`config.mk`:
```
export PLATFORM = sky130hd
export DESIGN_NAME = ssch_device_flat
export DESIGN_NICKNAME = d
export VERILOG_FILES = /design/src/rtl/ssch_pkg.sv /design/src/rtl/ssch_link_if.sv /design/src/rtl/ssch_device.sv /design/src/flat_wrapper.sv
export SDC_FILE = /design/constraint.sdc
export NUM_CORES = 1
export LEC_CHECK = 0
export ABC_AREA = 1
export BUFFER_PORTS_ARGS = -buffer_cell sky130_fd_sc_hd__buf_2
export CAP_MARGIN = 20
export CORE_MARGIN = 10
export CORE_UTILIZATION = 30
export DETAILED_ROUTE_END_ITERATION = 10
export PLACE_DENSITY = 0.52
export SLEW_MARGIN = 20
export SYNTH_ARGS = -nofsm -noshare
export SYNTH_HDL_FRONTEND = slang
export SYNTH_SLANG_ARGS = --single-unit
```
`constraint.sdc`:
```
create_clock -name mclk_in -period 4.2 [get_ports mclk_in]
set_input_delay 0.63 -clock mclk_in [delete_from_list [all_inputs] [get_ports mclk_in]]
set_output_delay 0.63 -clock mclk_in [all_outputs]
set_load 0.01 [all_outputs]
```
`src/rtl/ssch_pkg.sv`:
```
/*
 * shared constants and types of the six-channel sample scheduler:
 * link timing, conversion sequencing, output word layout, host register map.
 * assumes both ends run on mclk_in at 250 MHz.
 */
// How it works
// - reset clears results, aborts, reopens sampling
// - host waits after reset before holding
// - busy low thirteen cycles, rises after latch
// - one pair conversion spans sixteen cycles
// - hold fall freezes both channels at once
// - later holds queue behind earlier ones
// - same-cycle holds convert A then B then C
// - holds grouped per conversion clock fall
// - steady low hold starts nothing new
// - repeat pulses ignored until pair converted
// - busy rise returns pair to sampling
// - host waits acquisition time after busy
// - select 010 gives B0, 011 gives B1
// - data pins driven only while selected and read
// - result latched twelve and a half cycles in
// - host holds read strobe long enough
// - host may keep chip select low
// - host never reads during a hold edge
// - select 000-101 channels, 110 cycle, 111 fifo
// - word is valid flag, tag, twelve bits
// - latch waits while read strobe low
// - one request per pair, two channels together
package ssch_pkg;
   // system clock
   localparam int unsigned CLK_NS = 4;
   // structure
   localparam int unsigned NUM_PAIRS = 3;
   localparam int unsigned NUM_CH = 6;
   localparam int unsigned RES_W = 12;
   localparam int unsigned WORD_W = 16;
   localparam int unsigned SEL_W = 3;
   typedef logic [RES_W-1:0] ssch_res_t;
   typedef logic [WORD_W-1:0] ssch_word_t;
   typedef logic [SEL_W-1:0] ssch_sel_t;
   // word layout
   localparam int unsigned WORD_VALID_BIT = 15;
   localparam int unsigned TAG_LSB = 12;
   // select patterns
   localparam ssch_sel_t SEL_LAST_CH = 3'h5;
   localparam ssch_sel_t SEL_CYCLE = 3'h6;
   localparam ssch_sel_t SEL_FIFO = 3'h7;
   // conversion sequence, counted in conversion clock cycles and half cycles
   localparam int unsigned CONV_CYCLES = 13;
   localparam int unsigned LATCH_HALVES = 25;
   localparam int unsigned PERIOD_CYCLES = 16;
   localparam int unsigned BUSY_HALVES = 2 * CONV_CYCLES;
   localparam int unsigned PERIOD_HALVES = 2 * PERIOD_CYCLES;
   // link timing in ns, with cycle counts (least times round up)
   localparam int unsigned HOLD_LOW_NS = 20;
   localparam int unsigned HOLD_HIGH_NS = 15;
   localparam int unsigned RESET_LOW_NS = 20;
   localparam int unsigned FIRST_HOLD_NS = 20;
   localparam int unsigned ACQ_NS = 175;
   localparam int unsigned ADDR_SETUP_NS = 10;
   localparam int unsigned READ_LOW_NS = 50;
   localparam int unsigned READ_HIGH_NS = 30;
   localparam int unsigned CONV_PERIOD_NS = 125;
   localparam int unsigned HOLD_LOW_CYC = (HOLD_LOW_NS + CLK_NS - 1) / CLK_NS;
   localparam int unsigned HOLD_HIGH_CYC = (HOLD_HIGH_NS + CLK_NS - 1) / CLK_NS;
   localparam int unsigned RESET_LOW_CYC = (RESET_LOW_NS + CLK_NS - 1) / CLK_NS;
   localparam int unsigned FIRST_HOLD_CYC = (FIRST_HOLD_NS + CLK_NS - 1) / CLK_NS;
   localparam int unsigned ACQ_CYC = (ACQ_NS + CLK_NS - 1) / CLK_NS;
   localparam int unsigned ADDR_SETUP_CYC = (ADDR_SETUP_NS + CLK_NS - 1) / CLK_NS;
   localparam int unsigned READ_LOW_CYC = (READ_LOW_NS + CLK_NS - 1) / CLK_NS;
   localparam int unsigned READ_HIGH_CYC = (READ_HIGH_NS + CLK_NS - 1) / CLK_NS;
   localparam int unsigned CONV_HALF_CYC = (CONV_PERIOD_NS + 2 * CLK_NS - 1) / (2 * CLK_NS);
   // host register map
   localparam logic [3:0] REG_CTRL = 4'h0;
   localparam logic [3:0] REG_READ = 4'h4;
   localparam logic [3:0] REG_STATUS = 4'h8;
   localparam int unsigned CTRL_RESET_BIT = 3;
   localparam logic [1:0] RESP_OKAY = 2'h0;
   localparam logic [1:0] RESP_SLVERR = 2'h2;
endpackage

```
`src/rtl/ssch_link_if.sv`:
```
/*
 * pin-level link between the converter control end and its host.
 * assumes both ends share mclk_in; no tristate here, oe says who drives.
 */
`timescale 1ns/10ps
`default_nettype none
interface ssch_link_if;
   logic [ssch_pkg::NUM_PAIRS-1:0] pair_sample_request_n;
   logic reset_n;
   logic conv_clk;
   logic [ssch_pkg::SEL_W-1:0] source_select;
   logic cs_n;
   logic rd_n;
   logic busy_n;
   logic [ssch_pkg::WORD_W-1:0] data;
   logic data_oe;
   // converter end
   modport dev (
      input pair_sample_request_n, reset_n, conv_clk, source_select, cs_n, rd_n,
      output busy_n, data, data_oe
   );
   // host end
   modport host (
      output pair_sample_request_n, reset_n, conv_clk, source_select, cs_n, rd_n,
      input busy_n, data, data_oe
   );
endinterface
`default_nettype wire

```
`src/rtl/ssch_device.sv`:
```
/*
 * converter control end: pin filtering, hold capture, pair queue,
 * conversion sequencing on the link conversion clock, result registers
 * and the read port.
 * assumes the host paces holds and reads; all pins are asynchronous
 * to mclk_in and pass a three-stage filter before use.
 */
// Our own choices: register access over AXI4-Lite and the register addresses.
`timescale 1ns/10ps
`default_nettype none
module ssch_device (
   // system
   input wire logic mclk_in,
   input wire logic rst_n_in,
   input wire logic ce_in,
   // link
   ssch_link_if.dev link,
   // analog stand-in, one value per channel, pair x at 2x and 2x+1
   input wire logic [ssch_pkg::NUM_CH-1:0][ssch_pkg::RES_W-1:0] sample_in,
   // pairs currently held
   output logic [ssch_pkg::NUM_PAIRS-1:0] held_out
);
   import ssch_pkg::*;

   localparam int unsigned PIN_W = 10;
   localparam logic [PIN_W-1:0] PIN_IDLE = 10'h2c7;
   localparam int unsigned P_RST = 9;
   localparam int unsigned P_CLK = 8;
   localparam int unsigned P_CS = 7;
   localparam int unsigned P_RD = 6;
   localparam int unsigned P_SEL = 3;

   typedef enum logic [1:0] {
      SSCH_IDLE = 2'b00,
      SSCH_CONVERT = 2'b01,
      SSCH_SETTLE = 2'b10
   } ssch_cv_t;

   logic [PIN_W-1:0] pin_raw;
   logic [PIN_W-1:0] s1_q, s2_q, s3_q, filt_q, prev_q;
   logic link_rst;
   logic clk_rise, clk_fall;
   logic [NUM_PAIRS-1:0] hold_fall;
   logic [NUM_PAIRS-1:0] take;
   logic [NUM_PAIRS-1:0] seen_q, queued_q;
   logic [NUM_PAIRS-1:0] push_set;
   logic [1:0] q_slot_q [NUM_PAIRS];
   logic [1:0] q_slot_d [NUM_PAIRS];
   logic [1:0] q_cnt_q, q_cnt_d;
   logic start_conv;
   ssch_cv_t cv_q;
   logic [5:0] half_q;
   logic [1:0] cur_q;
   logic latched_q;
   logic do_latch, do_finish;
   ssch_res_t held_val_q [NUM_CH];
   ssch_res_t res_q [NUM_CH];
   logic [NUM_CH-1:0] valid_q;
   logic busy_n_q;
   ssch_word_t data_q;
   logic data_oe_q;
   ssch_sel_t sel;

   assign pin_raw = {link.reset_n, link.conv_clk, link.cs_n, link.rd_n,
                     link.source_select, link.pair_sample_request_n};

   // three-stage pin filter; a level moves once stages two and three agree
   always_ff @(posedge mclk_in or negedge rst_n_in) begin
      if (!rst_n_in) begin
         s1_q <= PIN_IDLE;
         s2_q <= PIN_IDLE;
         s3_q <= PIN_IDLE;
         filt_q <= PIN_IDLE;
         prev_q <= PIN_IDLE;
      end else if (ce_in) begin
         s1_q <= pin_raw;
         s2_q <= s1_q;
         s3_q <= s2_q;
         filt_q <= (s3_q & ~(s2_q ^ s3_q)) | (filt_q & (s2_q ^ s3_q));
         prev_q <= filt_q;
      end
   end

   // filtered pins and their edges
   assign link_rst = ~filt_q[P_RST];
   assign clk_rise = filt_q[P_CLK] & ~prev_q[P_CLK];
   assign clk_fall = ~filt_q[P_CLK] & prev_q[P_CLK];
   assign hold_fall = prev_q[NUM_PAIRS-1:0] & ~filt_q[NUM_PAIRS-1:0];
   assign sel = filt_q[P_SEL +: SEL_W];
   // a fall in its own finishing cycle still counts: the set beats the clear
   assign take = hold_fall & ~(seen_q & ~(do_finish ? 3'(1 << cur_q) : 3'h0));

   // a pair fires once until its conversion ends; steady low is no edge
   always_ff @(posedge mclk_in or negedge rst_n_in) begin
      if (!rst_n_in) begin
         seen_q <= '0;
      end else if (ce_in) begin
         if (link_rst) begin
            seen_q <= '0;
         end else begin
            for (int p = 0; p < NUM_PAIRS; p++) begin
               if (take[p]) begin
                  seen_q[p] <= 1'b1;
               end else if (do_finish && cur_q == 2'(p)) begin
                  seen_q[p] <= 1'b0;
               end
            end
         end
      end
   end

   // both channels of a pair freeze together at the hold edge
   always_ff @(posedge mclk_in or negedge rst_n_in) begin
      if (!rst_n_in) begin
         for (int c = 0; c < NUM_CH; c++) begin
            held_val_q[c] <= '0;
         end
      end else if (ce_in) begin
         for (int p = 0; p < NUM_PAIRS; p++) begin
            if (take[p] && !link_rst) begin
               held_val_q[2*p] <= sample_in[2*p];
               held_val_q[2*p+1] <= sample_in[2*p+1];
            end
         end
      end
   end

   // arrivals join the queue at a conversion clock fall, lowest pair first
   assign push_set = clk_fall ? (seen_q & ~queued_q) : '0;
   assign start_conv = clk_rise && (q_cnt_q != 2'h0) && busy_n_q &&
                       (cv_q == SSCH_IDLE || half_q == 6'(PERIOD_HALVES));

   // queue update: pop the head on start, then append the new group in order
   always_comb begin
      logic [1:0] n;
      n = q_cnt_q;
      for (int i = 0; i < NUM_PAIRS; i++) begin
         q_slot_d[i] = q_slot_q[i];
      end
      if (start_conv) begin
         for (int i = 0; i < NUM_PAIRS - 1; i++) begin
            q_slot_d[i] = q_slot_q[i+1];
         end
         n = n - 2'h1;
      end
      for (int p = 0; p < NUM_PAIRS; p++) begin
         if (push_set[p]) begin
            q_slot_d[n] = 2'(p);
            n = n + 2'h1;
         end
      end
      q_cnt_d = n;
   end

   // queue registers; reset drops every scheduled conversion
   always_ff @(posedge mclk_in or negedge rst_n_in) begin
      if (!rst_n_in) begin
         q_cnt_q <= '0;
         queued_q <= '0;
         for (int i = 0; i < NUM_PAIRS; i++) begin
            q_slot_q[i] <= '0;
         end
      end else if (ce_in) begin
         if (link_rst) begin
            q_cnt_q <= '0;
            queued_q <= '0;
         end else begin
            q_cnt_q <= q_cnt_d;
            for (int i = 0; i < NUM_PAIRS; i++) begin
               q_slot_q[i] <= q_slot_d[i];
            end
            queued_q <= (queued_q | push_set) & ~(do_finish ? 3'(1 << cur_q) : 3'h0);
         end
      end
   end

   // latch deferred while the read strobe is low; busy follows the latch
   assign do_latch = (cv_q == SSCH_CONVERT) && !latched_q &&
                     half_q >= 6'(LATCH_HALVES) && filt_q[P_RD];
   assign do_finish = (cv_q == SSCH_CONVERT) && latched_q && !busy_n_q &&
                      half_q >= 6'(BUSY_HALVES);

   // conversion sequencer on filtered conversion clock edges
   always_ff @(posedge mclk_in or negedge rst_n_in) begin
      if (!rst_n_in) begin
         cv_q <= SSCH_IDLE;
         half_q <= '0;
         cur_q <= '0;
         latched_q <= 1'b0;
         busy_n_q <= 1'b1;
      end else if (ce_in) begin
         if (link_rst) begin
            cv_q <= SSCH_IDLE;
            busy_n_q <= 1'b1;
            latched_q <= 1'b0;
            half_q <= '0;
         end else if (start_conv) begin
            cv_q <= SSCH_CONVERT;
            cur_q <= q_slot_q[0];
            half_q <= '0;
            latched_q <= 1'b0;
            busy_n_q <= 1'b0;
         end else begin
            if ((clk_rise || clk_fall) && half_q < 6'(PERIOD_HALVES)) begin
               half_q <= half_q + 6'h1;
            end
            if (do_latch) begin
               latched_q <= 1'b1;
            end
            if (do_finish) begin
               busy_n_q <= 1'b1;
               cv_q <= SSCH_SETTLE;
            end
            if (cv_q == SSCH_SETTLE && half_q == 6'(PERIOD_HALVES)) begin
               cv_q <= SSCH_IDLE;
            end
         end
      end
   end

   // result registers, cleared by the link reset
   always_ff @(posedge mclk_in or negedge rst_n_in) begin
      if (!rst_n_in) begin
         valid_q <= '0;
         for (int c = 0; c < NUM_CH; c++) begin
            res_q[c] <= '0;
         end
      end else if (ce_in) begin
         if (link_rst) begin
            valid_q <= '0;
            for (int c = 0; c < NUM_CH; c++) begin
               res_q[c] <= '0;
            end
         end else if (do_latch) begin
            res_q[2*cur_q] <= held_val_q[2*cur_q];
            res_q[2*cur_q+1] <= held_val_q[2*cur_q+1];
            valid_q[2*cur_q] <= 1'b1;
            valid_q[2*cur_q+1] <= 1'b1;
         end
      end
   end

   // read port; cycle and fifo patterns return an empty word
   always_ff @(posedge mclk_in or negedge rst_n_in) begin
      if (!rst_n_in) begin
         data_q <= '0;
         data_oe_q <= 1'b0;
      end else if (ce_in) begin
         data_oe_q <= ~filt_q[P_CS] & ~filt_q[P_RD];
         if (sel <= SEL_LAST_CH) begin
            data_q <= '0;
            data_q[WORD_VALID_BIT] <= valid_q[sel];
            data_q[TAG_LSB +: SEL_W] <= sel;
            data_q[RES_W-1:0] <= res_q[sel];
         end else begin
            data_q <= '0;
         end
      end
   end

   assign link.busy_n = busy_n_q;
   assign link.data = data_q;
   assign link.data_oe = data_oe_q;
   assign held_out = seen_q;
endmodule
`default_nettype wire

```
`src/flat_wrapper.sv`:
```
// flat-port wrapper written by rule: the top's interface ports become plain ports
module ssch_device_flat import ssch_pkg::*;
  (mclk_in, rst_n_in, ce_in, sample_in, held_out, link_pair_sample_request_n, link_reset_n, link_conv_clk, link_source_select, link_cs_n, link_rd_n, link_busy_n, link_data, link_data_oe);
  ssch_link_if link_i ();
  input wire logic mclk_in;
  input wire logic rst_n_in;
  input wire logic ce_in;
  input wire logic [ssch_pkg::NUM_CH-1:0][ssch_pkg::RES_W-1:0] sample_in;
  output logic [ssch_pkg::NUM_PAIRS-1:0] held_out;
  input wire logic [$bits(link_i.pair_sample_request_n)-1:0] link_pair_sample_request_n;
  input wire logic [$bits(link_i.reset_n)-1:0] link_reset_n;
  input wire logic [$bits(link_i.conv_clk)-1:0] link_conv_clk;
  input wire logic [$bits(link_i.source_select)-1:0] link_source_select;
  input wire logic [$bits(link_i.cs_n)-1:0] link_cs_n;
  input wire logic [$bits(link_i.rd_n)-1:0] link_rd_n;
  output wire logic [$bits(link_i.busy_n)-1:0] link_busy_n;
  output wire logic [$bits(link_i.data)-1:0] link_data;
  output wire logic [$bits(link_i.data_oe)-1:0] link_data_oe;
  assign link_i.pair_sample_request_n = link_pair_sample_request_n;
  assign link_i.reset_n = link_reset_n;
  assign link_i.conv_clk = link_conv_clk;
  assign link_i.source_select = link_source_select;
  assign link_i.cs_n = link_cs_n;
  assign link_i.rd_n = link_rd_n;
  assign link_busy_n = link_i.busy_n;
  assign link_data = link_i.data;
  assign link_data_oe = link_i.data_oe;
  ssch_device u_core (.mclk_in(mclk_in), .rst_n_in(rst_n_in), .ce_in(ce_in), .link(link_i), .sample_in(sample_in), .held_out(held_out));
endmodule
```
==> run summary, run 1 <==
Slowest cell on crit path -> o21ai_0
Distinct cells, synth -> 36
initial core utilization -> 30.59%
Worst Path Max Fanout -> 13
Reg-to-Reg Start -> u_core.q_cnt_q[0]
Leak -> 6.479 nW
Hold-fix buffers, CTS -> 0
die height -> 208.4 microns
number of global-route vias before repair -> 8793
syn_area_per_cell -> 8.296 sq um
P&R area growth vs syn -> 18.44%
routed vias/inst -> 4.666
Longest Clk Path Bufs -> 3
Final Cycle Share -> 87.21%
final setup vio count -> 0
#FFs+latches synth -> 237
YS warnings -> 0
Rows -> 68
run status -> finished, final reports clean
post-route insts no fill -> 1840
worst hold margin -> 0.2738 ns
Clock Latency Late Sink -> 0.56 ns
Tmin final -> 3.663 ns
Rel. slew slack -> 34.52%
total power -> 6.749 mW
I/O Buffers -> 105
Routed WL per cell -> 15.80 microns
Synth top area share -> 49.14%
clk slew on worst S/H paths -> 0.07 ns
register area share after synthesis -> 56.05%
max cap viols -> 0
die area -> 0.04341 sq mm
Worst Setup End Kind -> register
first-pass GRT wire length -> 47800 microns
cts bufs inserted -> 28
Hold Crit Depth -> 3
H-tree depth -> 1
synth top area cells -> dfrtp_1 49%, nand2_1 19%, dfstp_2 6.9%
Final Hold Viols -> 0
Fill cells -> 3657
Total Routing Usage GR -> 13.04%
CTS Root Cell -> clkbuf_16
clk_skew -> 0.02413 ns
Total Routed Length -> 29070 microns
Synth area leader -> dfrtp_1
worst slew pin tran -> 0.9821 ns
capture point of the worst reg-to-reg path -> u_core.q_slot_q[3]
CP delay by family, top -> simple AND/OR/NAND/NOR gates
setup_tns -> 0 ns
RSZ-0062 raised after global routing -> false
DR iter-0 viols -> 556
total grt overflow -> 0
worst min-delay path endpoint -> u_core.held_val_q[32]
Synth Cell Area -> 0.01064 sq mm
R2R cell count -> 17
worst min path class -> in2reg
Max Freq -> 0.2730 GHz
GPL Wtd Cong -> 0.8319
DR pass1 iterations -> 5
Worst EP required -> 4.63 ns
layout cell share with drive strength beyond 1 -> 15.52%
Final nets -> 1464
Vias -> 8586
largest net degree at the start of global routing -> 131
n_diodes -> 0
antenna violations before repair -> 0
max-slew violation total from the final report -> 0
antenna viol nets, final -> 0
CP startpoint kind -> register
Post-Syn Instances -> 1283
Core Region -> 0.03480 sq mm
dpl cells -> 1786
TritonCTS clock tree -> done
PwrDens -> 535.3 mW/mm^2
syn_nets -> 1384
Worst EP arrival -> 4.09 ns
final HPWL from detailed placement -> 19680 microns
post-route DRC violation count -> 0
setup slack, reg-to-reg -> 0.54 ns
Max rail drop VDD -> 277.9 uV
TritonCTS Sinks -> 237
number of I/O pins -> 106
most frequent CP cell -> nand2_1
Buf/Inv on CP -> 3
post-CTS sizing -> 0
post-CTS setup buffers -> 0
Worst path max stage delay -> 0.45 ns
critical path type -> reg2reg
Die Wd -> 208.4 microns
worst path cell trace -> inv_1 -> ha_1 -> nor3b_1 -> nand2_1 -> o21ai_0 -> ha_1 -> nand2_1 -> nand2_1 -> ha_1 -> or2_2 -> nand2_1 -> inv_1 -> ha_1 -> nand2_1 -> nor2_1 -> o31ai_1 -> inv_1
worst hold start -> sample_in[44]
-- state kept, by name, summed over array words and instances (netlist names), named ones only --
signal / flops
u_core.held_val_q: 72
u_core.res_q: 72
u_core.link.data: 16
u_core.s1_q: 10
u_core.s2_q: 10
u_core.s3_q: 10
u_core.half_q: 6
u_core.q_slot_q: 6
u_core.valid_q: 6
u_core.prev_q: 4
u_core.held_out: 3
u_core.queued_q: 3
u_core.cur_q: 2
u_core.cv_q: 2
u_core.q_cnt_q: 2
u_core.latched_q: 1
u_core.link.busy_n: 1
u_core.link.data_oe: 1
-- power by group --
part	leakage, nW	internal [mW]	switching, mW
sequential	3.08	2.74	0.308
combinational	2.90	0.360	0.750
clock	0.491	1.59	1.01
-- layout make-up --
cell class	count	area [sq um]	share of cell area (%)
sequential	237	5966	47.32
multi-input combinational	893	4060	32.21
clock buffer	38	798.3	6.332
timing repair buffer	120	695.7	5.518
tap	455	569.3	4.516
inverter	83	311.5	2.471
clock inverter	14	206.4	1.638
-- cells in the mapped netlist --
master	instances
dfrtp_1	209
nand4_1	73
o221ai_1	1
nor3b_1	1
o31ai_1	3
o21ai_1	3
dfstp_2	28
o211ai_1	5
nand3_1	51
o21ai_2	4
buf_2	23
ha_1	16
or2_2	1
nor2_1	46
o21bai_1	1
nor2_2	2
o21ai_0	99
buf_4	6
o311ai_1	1
inv_1	72
buf_1	5
a21oi_1	26
clkinv_1	2
a32oi_1	1
xor2_1	1
a21oi_4	1
nor2_4	3
nand2_1	543
nor3_1	4
a21boi_0	1
inv_2	9
a32o_1	1
a22o_1	2
clkbuf_1	36
a211oi_1	1
o22ai_1	2
-- worst min-delay path: stages --
cell,delay [ns]
buf_2,0.07
nand2_1,0.04
nand2_1,0.05
-- routing by layer --
layer / routed length, microns / vias up / share of wire, % / track usage [%]
li1: - / 4302 / - / -
met1: 14100 / 4082 / 49 / 18.10
met2: 13020 / 159 / 45 / 20.21
met3: 1166 / 43 / 4.0 / 2.321
met4: 781 / 0 / 2.7 / 3.885
met5: 0 / - / 0 / 0
-- how the worst max path moves through the flow --
stage                       from                 end  slack [ns]  depth (start not counted)
6_report       u_core.q_cnt_q[0]  u_core.q_slot_q[3]        0.54                         17
5_1_grt        u_core.q_cnt_q[0]  u_core.q_slot_q[5]        0.14                         19
4_1_cts        u_core.q_cnt_q[0]  u_core.q_slot_q[3]        0.55                         17
3_5_place_dp   u_core.q_cnt_q[0]  u_core.q_slot_q[3]        0.56                         17
3_3_place_gp   u_core.q_cnt_q[0]  u_core.q_slot_q[3]        0.66                         17
2_1_floorplan  u_core.q_cnt_q[0]  u_core.q_slot_q[3]        1.04                         19
-- cell families (layout without fill, tap and decap cells) --
family,after synthesis,count (layout),share of synthesized area [%]
buffers and inverters,153,255,5.878
XOR/XNOR,1,1,0.08230
AO/OA/AOI/OAI,152,152,7.900
flip-flops,237,237,56.05
AND/OR/NAND/NOR,724,724,28.21
adder cells (fa/ha/maj),16,16,1.881
-- placed cells by master (no fill, tap or decap), drive strengths merged, types with 5 or more instances in the layout --
| cell type | n |
|---|---|
| ha | 16 |
| nand4 | 73 |
| o211ai | 5 |
| nand3 | 51 |
| dfrtp | 209 |
| nand2 | 543 |
| nor2 | 51 |
| clkinv | 9 |
| a21oi | 27 |
| buf | 119 |
| o21ai | 106 |
| clkbuf | 38 |
| dfstp | 28 |
| inv | 82 |
-- stage by stage --
| step | setup WS (ns) | area, sq um | utilization (%) |
|---|---|---|---|
| 2_1_floorplan | 1.036 | 10640 | - |
| 3_3_place_gp | 0.6587 | 11560 | 33.21 |
| 3_5_place_dp | 0.5573 | 11560 | 33.21 |
| 4_1_cts | 0.5523 | 12560 | 36.10 |
| 5_1_grt | 0.1389 | 12610 | 36.23 |
| 6_report | 0.5373 | 12610 | 36.23 |
(Power assumes the default switching activity.)
==> run 2: changes to the inputs <==
--- a/config.mk
+++ b/config.mk
@@ -11,7 +11,9 @@
 export CORE_MARGIN = 10
 export CORE_UTILIZATION = 30
 export DETAILED_ROUTE_END_ITERATION = 10
+export HOLD_SLACK_MARGIN = 0.15
 export PLACE_DENSITY = 0.52
+export RECOVER_POWER = 50
 export SLEW_MARGIN = 20
 export SYNTH_ARGS = -nofsm -noshare
 export SYNTH_HDL_FRONTEND = slang
==> run summary, run 2 (synthesized netlist as in run 1, its figures left out) <==
run status -> finished, violations left (was finished, final reports clean)
failing checks -> capacitance limit, slew limit
DR pass1 iterations -> 4 (was 5)
TritonCTS Sinks -> 237 (unchanged)
RSZ-0062 raised after global routing -> false (unchanged)
CP startpoint kind -> register (unchanged)
die height -> 208.4 microns (unchanged)
max cap viols -> 2 (was 0)
sw frac -> 30.66% (was 30.62%)
Fill cells -> 3668 (was 3657)
Die Wd -> 208.4 microns (unchanged)
GPL Wtd Cong -> 0.8319 (unchanged)
Post-Place Setup Slack -> 0.5573 ns (unchanged)
Rel. slew slack -> -61.70% (was 34.52%)
Longest Clk Path Bufs -> 3 (unchanged)
Final nets -> 1464 (unchanged)
Vias -> 8605 (was 8586)
Leak -> 6.421 nW (was 6.479 nW)
sw power -> 2.065 mW (was 2.067 mW)
Total Routed Length -> 29000 microns (was 29070 microns)
worst min-delay path endpoint -> u_core.held_val_q[32] (unchanged)
DP Area -> 0.01156 sq mm (unchanged)
setup_tns -> 0 ns (unchanged)
final HPWL from detailed placement -> 19680 microns (unchanged)
number of I/O pins -> 106 (unchanged)
Tmin final -> 3.656 ns (was 3.663 ns)
commonest non-fill, non-tap cells in the layout -> 543 x nand2_1, 209 x dfrtp_1, 99 x o21ai_0 (was 543 x nand2_1, 209 x dfrtp_1, 104 x buf_2)
Layout Utilization -> 36.10% (was 36.23%)
I/O Buffers -> 105 (unchanged)
max-slew violation total from the final report -> 89 (was 0)
clk slew on worst S/H paths -> 0.07 ns (about the same)
total grt overflow -> 0 (unchanged)
antenna violations before repair -> 0 (unchanged)
Finished Cell Area -> 0.01256 sq mm (was 0.01261 sq mm)
Routed WL per cell -> 15.76 microns (was 15.80 microns)
post-CTS setup buffers -> 0 (unchanged)
setup slack, reg-to-reg -> 0.54 ns (about the same)
worst hold margin -> 0.2727 ns (was 0.2738 ns)
initial core utilization -> 30.59% (unchanged)
routed vias/inst -> 4.677 (was 4.666)
critical path type -> reg2reg (unchanged)
Worst EP required -> 4.63 ns (about the same)
combinational share of power -> 16.3% (was 16.4%)
number of global-route vias before repair -> 8793 (unchanged)
Final Cycle Share -> 87.04% (was 87.21%)
Seq pwr share -> 45.2% (was 45.1%)
antenna viol nets, final -> 0 (unchanged)
Max rail drop VDD -> 278.6 uV (was 277.9 uV)
Int Power -> 4.670 mW (was 4.682 mW)
worst min path class -> in2reg (unchanged)
power share of the clock group -> 38.5% (about the same)
Worst Setup End Kind -> register (unchanged)
Reg-to-Reg Start -> u_core.q_cnt_q[0] (unchanged)
PwrDens -> 536.2 mW/mm^2 (was 535.3 mW/mm^2)
TritonCTS clock tree -> done (unchanged)
Clock Latency Late Sink -> 0.56 ns (about the same)
worst slew pin tran -> 2.425 ns (was 0.9821 ns)
Max Freq -> 0.2735 GHz (was 0.2730 GHz)
Rows -> 68 (unchanged)
Hold Crit Depth -> 3 (unchanged)
H-tree depth -> 1 (unchanged)
die area -> 0.04341 sq mm (unchanged)
layout cell share with drive strength beyond 1 -> 14.37% (was 15.52%)
CTS Root Cell -> clkbuf_16 (unchanged)
post-route DRC violation count -> 0 (unchanged)
largest net degree at the start of global routing -> 131 (unchanged)
Total Routing Usage GR -> 13.04% (unchanged)
R2R cell count -> 17 (unchanged)
commonest non-fill, non-tap cell in the layout -> nand2_1 (unchanged)
Core Region -> 0.03480 sq mm (unchanged)
final setup vio count -> 0 (unchanged)
DR iter-0 viols -> 510 (was 556)
Worst EP arrival -> 4.09 ns (about the same)
first-pass GRT wire length -> 47800 microns (unchanged)
Worst Path Max Fanout -> 13 (unchanged)
Final Hold Viols -> 0 (unchanged)
worst hold start -> sample_in[44] (unchanged)
clk_skew -> 0.02444 ns (was 0.02413 ns)
n_diodes -> 0 (unchanged)
P&R area growth vs syn -> 18.01% (was 18.44%)
cts bufs inserted -> 28 (unchanged)
capture point of the worst reg-to-reg path -> u_core.q_slot_q[3] (unchanged)
Worst Slack Setup Final -> 0.5442 ns (was 0.5373 ns)
## run 2: cell types whose count changed in the layout (fill, tap and decap cells not counted)
cell	previous run	this run
inv_2	9	8
buf_8	1	0
buf_12	2	1
inv_1	72	73
clkbuf_4	0	1
buf_4	11	9
clkbuf_1	4	19
buf_2	104	92
## run 2: worst max-delay path by stage
stage | start | end | slack [ns] | depth (start not counted)
global placement | u_core.q_cnt_q[0] | u_core.q_slot_q[3] | 0.66 | 17
CTS | u_core.q_cnt_q[0] | u_core.q_slot_q[3] | 0.55 | 17
global route | u_core.q_cnt_q[0] | u_core.q_slot_q[5] | 0.14 | 19
floorplan | u_core.q_cnt_q[0] | u_core.q_slot_q[3] | 1.04 | 19
finish | u_core.q_cnt_q[0] | u_core.q_slot_q[3] | 0.54 | 17
detailed placement | u_core.q_cnt_q[0] | u_core.q_slot_q[3] | 0.56 | 17
## run 2: timing repair
item / in CTS / in global routing
resized for setup: 0 / 0
endpoints found under the hold margin: 0 / 13
hold buffers: 0 / 1
## run 2: metrics by stage
step	cells	total power, mW
detailed placement	1786	4.208
CTS	1838	6.841
global route	1840	7.117
floorplan	1283	3.716
finish	1840	6.735
global placement	1786	4.179
## run 2: power groups by stage
stage          Clock, mW  Combinational (mW)  Sequential [mW]
2_1_floorplan          0               0.742             2.97
3_3_place_gp           0                1.11             3.07
3_5_place_dp           0                1.13             3.08
4_1_cts             2.66                1.13             3.05
5_1_grt             2.74                1.28             3.09
6_report            2.59                1.10             3.04
## run 2: area by class of cell
| class | count | area, sq um | share of cell area (%) |
|---|---|---|---|
| clock inverters | 14 | 206.4 | 1.644 |
| well taps | 455 | 569.3 | 4.532 |
| repair buffers | 120 | 649.4 | 5.170 |
| clock buffers | 38 | 798.3 | 6.355 |
| inverters | 83 | 311.5 | 2.480 |
| flip-flops and latches | 237 | 5966 | 47.49 |
| multi-input cells | 893 | 4060 | 32.32 |
## run 2: worst max-delay path, stage by stage (launching register included)
cell and delay [ns]:
dfrtp_1 0.38, inv_1 0.09, ha_1 0.19, nor3b_1 0.31
nand2_1 0.33, o21ai_0 0.44, ha_1 0.31, nand2_1 0.09
nand2_1 0.10, ha_1 0.27, or2_2 0.30, nand2_1 0.10
inv_1 0.06, ha_1 0.17, nand2_1 0.08, nor2_1 0.04
o31ai_1 0.22, inv_1 0.06
## run 2: per-layer routing
layer	routed length, microns	global-route usage [%]	vias to the layer above	share of wire (%)
li1	-	-	4300	-
met2	13060	20.21	152	45
met3	1118	2.321	43	3.9
met1	14040	18.10	4110	48
met4	782	3.885	0	2.7
met5	0	0	-	0
